--- src/hw/slms_defines.svh ---
// Offsets, field positions, reset values and limits of the loop mode selector.
// Assumes inclusion by the design module, the assertion checker and the testbench.
`ifndef SLMS_DEFINES_SVH
`define SLMS_DEFINES_SVH

`define SLMS_ADDR_SWITCH_CTRL   4'h0
`define SLMS_ADDR_TORQUE_THR    4'h1
`define SLMS_ADDR_SPEED_THR     4'h2
`define SLMS_ADDR_ACCEL_THR     4'h3
`define SLMS_ADDR_DEV_THR       4'h4
`define SLMS_ADDR_PRED_CTRL     4'h5
`define SLMS_ADDR_PRED_GAIN     4'h6
`define SLMS_ADDR_PRED_WEIGHT   4'h7
`define SLMS_ADDR_STATUS        4'h8
`define SLMS_ADDR_PRED_LOADED   4'h9

`define SLMS_PRED_EN_BIT        0
`define SLMS_PRED_TYPE_BIT      1

`define SLMS_TORQUE_THR_MAX     16'h0320
`define SLMS_SPEED_THR_MAX      16'h2710
`define SLMS_ACCEL_THR_MAX      16'h7530
`define SLMS_DEV_THR_MAX        16'h2710
`define SLMS_PCT_MAX            16'h012C

`define SLMS_TORQUE_THR_RST     16'h00C8
`define SLMS_COND_RST           2'h0
`define SLMS_PRED_GAIN_RST      16'h0064
`define SLMS_PRED_WEIGHT_RST    16'h0064

`endif

--- src/hw/slms_pkg.sv ---
// Types of the servo loop mode selector.
// Assumes the defines header is on the include path.
package slms_pkg;
    typedef enum logic [1:0] {
        SLMS_COND_TORQUE = 2'h0,
        SLMS_COND_SPEED  = 2'h1,
        SLMS_COND_ACCEL  = 2'h2,
        SLMS_COND_DEV    = 2'h3
    } slms_cond_e;

    typedef enum logic [2:0] {
        SLMS_ST_IDLE = 3'b001,
        SLMS_ST_CALC = 3'b010,
        SLMS_ST_RUN  = 3'b100
    } slms_pred_state_e;
endpackage

--- src/hw/slms_selector.sv ---
// Speed loop PI/P mode selector with predictive control settings.
// Assumes quantities arrive as magnitudes on clk, refreshed every control cycle.
// Overview of operation
// - The speed loop drops to P-only control when the chosen quantity reaches its threshold.
// - A two-bit selector picks torque, speed, acceleration or deviation, each with a threshold.
// - Torque mode uses P-only while torque command is at or above a 0..800 percent threshold.
// - After reset the selector is torque mode and the torque threshold is 200 percent.
// - Speed mode uses P-only while speed command is at or above a 0..10000 r/min threshold.
// - Acceleration mode uses P-only while acceleration is at or above a 0..30000 threshold.
// - Deviation mode uses P-only while deviation is at or above a 0..10000 unit threshold.
// - Predictive control is active only when enabled and in position control mode.
// - A type setting chooses positioning prediction or tracking prediction.
// - On enable, predictive parameters are computed from the position loop gain then in use.
// - The predictive acceleration gain takes 0..300 percent and scales that term.
// - The predictive weighting ratio takes 0..300 percent and weights the deviation.
// - Type value 0 means tracking prediction and 1 means positioning prediction.
// - Predictive selection changes take effect only after a power cycle.
`timescale 1ns/10ps
`include "slms_defines.svh"

module slms_selector
    import slms_pkg::*;
#(
    parameter int DATA_W = 16
) (
    input  wire logic              clk,
    input  wire logic              rst_b,
    input  wire logic              clk_en,
    input  wire logic [3:0]        reg_addr,
    input  wire logic [15:0]       reg_wdata,
    input  wire logic              reg_wr,
    input  wire logic              reg_rd,
    output logic      [15:0]       reg_rdata,
    input  wire logic              ctrl_cycle,
    input  wire logic              position_mode,
    input  wire logic [DATA_W-1:0] torque_cmd,
    input  wire logic [DATA_W-1:0] speed_cmd,
    input  wire logic [DATA_W-1:0] accel_value,
    input  wire logic [DATA_W-1:0] position_deviation,
    input  wire logic [15:0]       position_loop_gain,
    output logic                   p_only_r,
    output logic                   predictive_active_r,
    output logic                   predictive_positioning_r,
    output logic      [15:0]       predictive_accel_term_r,
    output logic      [15:0]       predictive_weight_term_r
);

    initial begin
        if (DATA_W < 16 || DATA_W > 32) begin
            $error("slms_selector: DATA_W must be 16 to 32");
        end
    end

    // Clamp a written value to its documented maximum
    function automatic logic [15:0] clamp16(input logic [15:0] v, input logic [15:0] mx);
        clamp16 = (v > mx) ? mx : v;
    endfunction

    // Percent scaling of a 16-bit quantity, saturating
    function automatic logic [15:0] pct_scale(input logic [15:0] v, input logic [15:0] pct);
        logic [31:0] prod;
        logic [31:0] q;
        prod = 32'(v) * 32'(pct);
        q    = prod / 32'h0000_0064;
        pct_scale = (q > 32'h0000_FFFF) ? 16'hFFFF : q[15:0];
    endfunction

    slms_cond_e       p_switch_condition_select_r;
    logic [15:0]      p_switch_torque_threshold_r;
    logic [15:0]      p_switch_speed_threshold_r;
    logic [15:0]      p_switch_accel_threshold_r;
    logic [15:0]      p_switch_deviation_threshold_r;
    // Survives rst_b, which stands for the power cycle that puts it into effect
    logic [1:0]       pred_ctrl_pending_r = 2'h0;
    logic             predictive_enable_r;
    logic             predictive_type_select_r;
    logic [15:0]      predictive_accel_gain_r;
    logic [15:0]      predictive_weight_ratio_r;
    logic [15:0]      kp_loaded_r;
    slms_pred_state_e pred_state_r;
    slms_pred_state_e pred_state_nxt;
    logic             pred_loaded_r;
    logic             p_only_nxt;
    logic [DATA_W-1:0] quantity;
    logic [DATA_W-1:0] threshold;

    // Switching condition settings
    always_ff @(posedge clk or negedge rst_b) begin
        if (!rst_b) begin
            p_switch_condition_select_r    <= SLMS_COND_TORQUE;
            p_switch_torque_threshold_r    <= `SLMS_TORQUE_THR_RST;
            p_switch_speed_threshold_r     <= 16'h0000;
            p_switch_accel_threshold_r     <= 16'h0000;
            p_switch_deviation_threshold_r <= 16'h0000;
        end else if (clk_en && reg_wr) begin
            case (reg_addr)
                `SLMS_ADDR_SWITCH_CTRL: begin
                    p_switch_condition_select_r <= slms_cond_e'(reg_wdata[1:0]);
                end
                `SLMS_ADDR_TORQUE_THR: begin
                    p_switch_torque_threshold_r <= clamp16(reg_wdata, `SLMS_TORQUE_THR_MAX);
                end
                `SLMS_ADDR_SPEED_THR: begin
                    p_switch_speed_threshold_r <= clamp16(reg_wdata, `SLMS_SPEED_THR_MAX);
                end
                `SLMS_ADDR_ACCEL_THR: begin
                    p_switch_accel_threshold_r <= clamp16(reg_wdata, `SLMS_ACCEL_THR_MAX);
                end
                `SLMS_ADDR_DEV_THR: begin
                    p_switch_deviation_threshold_r <= clamp16(reg_wdata, `SLMS_DEV_THR_MAX);
                end
                default: begin
                end
            endcase
        end
    end

    // Staged predictive selection, kept across rst_b so it can act after it
    always_ff @(posedge clk) begin
        if (clk_en && reg_wr && reg_addr == `SLMS_ADDR_PRED_CTRL) begin
            pred_ctrl_pending_r <= reg_wdata[1:0];
        end
    end

    // Predictive tuning percentages
    always_ff @(posedge clk or negedge rst_b) begin
        if (!rst_b) begin
            predictive_accel_gain_r   <= `SLMS_PRED_GAIN_RST;
            predictive_weight_ratio_r <= `SLMS_PRED_WEIGHT_RST;
        end else if (clk_en && reg_wr) begin
            case (reg_addr)
                `SLMS_ADDR_PRED_GAIN: begin
                    predictive_accel_gain_r <= clamp16(reg_wdata, `SLMS_PCT_MAX);
                end
                `SLMS_ADDR_PRED_WEIGHT: begin
                    predictive_weight_ratio_r <= clamp16(reg_wdata, `SLMS_PCT_MAX);
                end
                default: begin
                end
            endcase
        end
    end

    // Selection copied into effect once, at the first enabled edge after reset
    logic boot_done_r;
    always_ff @(posedge clk or negedge rst_b) begin
        if (!rst_b) begin
            boot_done_r              <= 1'b0;
            predictive_enable_r      <= 1'b0;
            predictive_type_select_r <= 1'b0;
        end else if (clk_en && !boot_done_r) begin
            boot_done_r              <= 1'b1;
            predictive_enable_r      <= pred_ctrl_pending_r[`SLMS_PRED_EN_BIT];
            predictive_type_select_r <= pred_ctrl_pending_r[`SLMS_PRED_TYPE_BIT];
        end
    end

    // Quantity and threshold selection
    always_comb begin
        case (p_switch_condition_select_r)
            SLMS_COND_TORQUE: begin
                quantity  = torque_cmd;
                threshold = DATA_W'(p_switch_torque_threshold_r);
            end
            SLMS_COND_SPEED: begin
                quantity  = speed_cmd;
                threshold = DATA_W'(p_switch_speed_threshold_r);
            end
            SLMS_COND_ACCEL: begin
                quantity  = accel_value;
                threshold = DATA_W'(p_switch_accel_threshold_r);
            end
            SLMS_COND_DEV: begin
                quantity  = position_deviation;
                threshold = DATA_W'(p_switch_deviation_threshold_r);
            end
            default: begin
                quantity  = torque_cmd;
                threshold = DATA_W'(p_switch_torque_threshold_r);
            end
        endcase
        p_only_nxt = (quantity >= threshold);
    end

    // PI/P decision, refreshed each control cycle
    always_ff @(posedge clk or negedge rst_b) begin
        if (!rst_b) begin
            p_only_r <= 1'b0;
        end else if (clk_en && ctrl_cycle) begin
            p_only_r <= p_only_nxt;
        end
    end

    // Predictive sequencer: capture gain on enable, then run
    always_comb begin
        case (pred_state_r)
            SLMS_ST_IDLE: begin
                pred_state_nxt = (predictive_enable_r && position_mode) ?
                                 SLMS_ST_CALC : SLMS_ST_IDLE;
            end
            SLMS_ST_CALC: begin
                pred_state_nxt = SLMS_ST_RUN;
            end
            SLMS_ST_RUN: begin
                pred_state_nxt = (predictive_enable_r && position_mode) ?
                                 SLMS_ST_RUN : SLMS_ST_IDLE;
            end
            default: begin
                pred_state_nxt = SLMS_ST_IDLE;
            end
        endcase
    end

    always_ff @(posedge clk or negedge rst_b) begin
        if (!rst_b) begin
            pred_state_r <= SLMS_ST_IDLE;
        end else if (clk_en) begin
            pred_state_r <= pred_state_nxt;
        end
    end

    always_ff @(posedge clk or negedge rst_b) begin
        if (!rst_b) begin
            kp_loaded_r   <= 16'h0000;
            pred_loaded_r <= 1'b0;
        end else if (clk_en && pred_state_r == SLMS_ST_IDLE && pred_state_nxt == SLMS_ST_CALC) begin
            kp_loaded_r   <= position_loop_gain;
            pred_loaded_r <= 1'b1;
        end
    end

    // Predictive outputs
    always_ff @(posedge clk or negedge rst_b) begin
        if (!rst_b) begin
            predictive_active_r      <= 1'b0;
            predictive_positioning_r <= 1'b0;
            predictive_accel_term_r  <= 16'h0000;
            predictive_weight_term_r <= 16'h0000;
        end else if (clk_en) begin
            predictive_active_r      <= (pred_state_nxt == SLMS_ST_RUN);
            predictive_positioning_r <= predictive_type_select_r;
            if (pred_state_nxt == SLMS_ST_RUN) begin
                predictive_accel_term_r  <= pct_scale(kp_loaded_r, predictive_accel_gain_r);
                predictive_weight_term_r <= pct_scale(kp_loaded_r, predictive_weight_ratio_r);
            end else begin
                predictive_accel_term_r  <= 16'h0000;
                predictive_weight_term_r <= 16'h0000;
            end
        end
    end

    // Register read port, data one cycle after the strobe
    always_ff @(posedge clk or negedge rst_b) begin
        if (!rst_b) begin
            reg_rdata <= 16'h0000;
        end else if (clk_en) begin
            if (reg_rd) begin
                case (reg_addr)
                    `SLMS_ADDR_SWITCH_CTRL: reg_rdata <= {14'h0000, p_switch_condition_select_r};
                    `SLMS_ADDR_TORQUE_THR:  reg_rdata <= p_switch_torque_threshold_r;
                    `SLMS_ADDR_SPEED_THR:   reg_rdata <= p_switch_speed_threshold_r;
                    `SLMS_ADDR_ACCEL_THR:   reg_rdata <= p_switch_accel_threshold_r;
                    `SLMS_ADDR_DEV_THR:     reg_rdata <= p_switch_deviation_threshold_r;
                    `SLMS_ADDR_PRED_CTRL:   reg_rdata <= {14'h0000, pred_ctrl_pending_r};
                    `SLMS_ADDR_PRED_GAIN:   reg_rdata <= predictive_accel_gain_r;
                    `SLMS_ADDR_PRED_WEIGHT: reg_rdata <= predictive_weight_ratio_r;
                    `SLMS_ADDR_STATUS: begin
                        reg_rdata <= {12'h000, pred_loaded_r, predictive_type_select_r,
                                      predictive_active_r, p_only_r};
                    end
                    `SLMS_ADDR_PRED_LOADED: reg_rdata <= kp_loaded_r;
                    default:                reg_rdata <= 16'h0000;
                endcase
            end else begin
                reg_rdata <= 16'h0000;
            end
        end
    end

endmodule

--- config.mk ---
export PLATFORM = sky130hd
export DESIGN_NAME = slms_selector
export DESIGN_NICKNAME = d
export VERILOG_FILES = /design/src/hw/slms_pkg.sv /design/src/hw/slms_selector.sv
export VERILOG_INCLUDE_DIRS = /design/src /design/src/hw
export SDC_FILE = /design/constraint.sdc
export NUM_CORES = 2
export LEC_CHECK = 0
export ABC_AREA = 1
export BUFFER_PORTS_ARGS = -buffer_cell sky130_fd_sc_hd__buf_2
export CAP_MARGIN = 30
export CORE_MARGIN = 2
export CORE_UTILIZATION = 30
export CTS_CLUSTER_DIAMETER = 120
export DETAILED_ROUTE_END_ITERATION = 10
export GPL_TIMING_DRIVEN = 0
export PLACE_DENSITY = 0.46
export SLEW_MARGIN = 20
export SYNTH_ARGS = -nofsm -noshare
export SYNTH_HDL_FRONTEND = slang
export SYNTH_SLANG_ARGS = --single-unit
--- constraint.sdc ---
create_clock -name clk -period 24.6 [get_ports clk]
set_clock_uncertainty 0.05 [all_clocks]
set_input_delay 1.23 -clock clk [delete_from_list [all_inputs] [get_ports clk]]
set_output_delay 1.23 -clock clk [all_outputs]
set_load 0.005 [all_outputs]
==> out/results.tsv <==
metric	value	unit
synthFlopType	dfrtp_1	
cts_htree_levels	4	
cts_buffers	17	
initial_core_util	0.302	
gr-total-overflow	0	
fin_cells	6914	
totalWireLength	120	mm
clock_path_buffers	2	
fin_crit_sh	0.807	
async_flop_share	0.989	
whs	0.413	ns
hold_viol	0	
wire_per_inst	17.4	um
grt_max_degree	88	
grt_pass1_vias	32800	
slowest_stage	clkbuf_1	
place_congestion	0.888	
finalSetupTns	0	ns
cts_resized	0	
yosys.cell_types.count	68	
cpPeakStageDelay	0.84	ns
grt_pass1_wl	190	mm
start_kind	register	
postRouteAntennaNets	0	
cts-root-buf	clkbuf_16	
coreArea	118000	sq um
drtIter0Drc	2095	
die_w	349	um
worstMarginPinSlew	1.06	ns
synth_cells	5181	
path_class	register to register	
synth_fp_nets	5900	
io_pins	158	
synth.top_cell.area_share	0.218	
antenna_found_initial	5	
finalCriticalPeriod	19.86	ns
crit_arrival	20.18	ns
yosys-top-cells-count	nand2_1, inv_1, fa_1, nand3_1, ha_1	
layout.nets	6083	
worst-path-buf-inv	8	
hpwl	98.5	mm
maxSlewViolCount	0	
synth_seq_cells	174	
cts_hold_buf	0	
max_freq	0.0504	GHz
cts_setup_buffers	0	
dieArea	122000	sq um
synthesis.area	35600	sq um
finalSetupViolCount	0	
dpl.cell_count	6878	
critPathMaxFanout	10	
end_kind	register	
portBuffers	157	
finalWorstSetupSlack	4.74	ns
die-height	349	um
hold_class	register to register	
critPathTopFamily	simple AND/OR/NAND/NOR gates	
synth-warning-count	0	
fillCellCount	13100	
worst_slew_margin_rel	0.291	
cts.sink_count	174	
clk_pin_slew_worst_paths	0.08	ns
critPathRequiredTime	24.93	ns
vias	32500	
status	finished clean	
rows	126	
insertion_delay	0.52	ns
ys_seq_area_frac	0.123	
synth-edff-count	2	
area_growth	9.66	%
drive_gt1_frac	0.130	
dr.pass1.iters	5	
drc	0	
viasPerCell	4.70	
rsz0062_at_grt	false	
synth_most_common_cell	nand2_1	
grt_use_total	0.202	
maxCapViolCount	0	
synth_top_area_cell	fa_1	
yosys-top-cells-area	fa_1, nand2_1, inv_1	
cts_tree	yes	
syn_avg_cell_area	6.88	sq um
preCtsSetupSlack	4.47	ns
path_common_cell	nand2_2	
-- sequential cells by signal, indices dropped and copies added (netlist names) --
register	count
predictive_accel_term_r	16
p_switch_torque_threshold_r	16
p_only_r	1
pred_ctrl_pending_r	2
boot_done_r	1
predictive_accel_gain_r	16
predictive_positioning_r	1
p_switch_deviation_threshold_r	16
p_switch_accel_threshold_r	16
predictive_enable_r	1
p_switch_speed_threshold_r	16
predictive_weight_term_r	16
predictive_type_select_r	1
pred_state_r	3
predictive_weight_ratio_r	16
predictive_active_r	1
kp_loaded_r	16
pred_loaded_r	1
reg_rdata	16
p_switch_condition_select_r	2
-- metrics by stage --
stage / utilization / instance area, sq um
global route: 0.331 / 39100
CTS: 0.331 / 39000
floorplan: - / 35600
finish: 0.331 / 39100
detailed placement: 0.326 / 38400
global placement: 0.325 / 38300
-- final cells by class --
cell class,count,area [sq um],area share
multi-input combinational,3643,26100,0.668
antenna,1,2.50,0.0000641
clock buffer,20,447,0.0114
tap,1536,1920,0.0492
buffer,175,671,0.0172
timing repair buffer,164,911,0.0233
inverter,1189,4490,0.115
sequential,174,4380,0.112
clock inverter,12,158,0.00404
-- cells in the final DEF (no fill, tap or decap), types with 21 or more instances in the layout --
cell type	synthesis	layout
o21ai_0	210	210
nor2_4	28	28
nand3_2	32	32
inv_2	54	54
nor2_2	29	29
o21ai_1	46	46
nand3_1	258	258
nand2_2	198	198
xor2_1	63	63
xnor2_1	25	25
inv_1	1118	1118
a21oi_1	76	76
ha_1	224	224
nor2_1	198	198
nand2_4	86	86
clkbuf_1	159	159
fa_1	388	388
nand2_1	1485	1485
dfrtp_1	162	162
a221oi_1	21	21
buf_2	0	156
nand4_1	63	63
-- cell families (layout without fill, tap and decap cells) --
family / count (synthesis) / count (layout) / synth area share
simple gates: 2435 / 2435 / 0.326
buf+inv: 1364 / 1560 / 0.145
fa+ha+maj: 612 / 612 / 0.297
compound gates: 501 / 501 / 0.0852
flops: 174 / 174 / 0.123
xor+xnor: 92 / 92 / 0.0238
mux: 3 / 3 / 0.000948
other cells: 0 / 1 / 0
-- tightest hold or removal path: cells and delay by family (launching register included) --
family	cells	cell delay, ns
simple gates	1	0.06
buf+inv	1	0.05
flops	1	0.33
-- per-layer routing --
metal,up-vias,wire [um],track usage
met5,-,0,0
met4,0,1990,0.0434
met3,89,5440,0.0195
met2,695,57200,0.345
met1,15700,55600,0.275
li1,16100,-,-
-- worst paths after layout --
check,startpoint,end,slack (ns),cells past startpoint
worst min register to register,pred_loaded_r,pred_loaded_r,0.41,2
worst max register to register,kp_loaded_r[4],predictive_accel_term_r[1],4.74,125
worst min-delay path,pred_loaded_r,pred_loaded_r,0.41,2
min in group asynchronous,rst_b,predictive_accel_term_r[14],0.52,1
max in group asynchronous,rst_b,pred_state_r[0],22.85,3
worst max-delay path,kp_loaded_r[4],predictive_accel_term_r[1],4.74,125
Power is left out: the tool's default activity adds up to more than one toggle a clock period on the data nets, which glitch-free logic cannot reach.
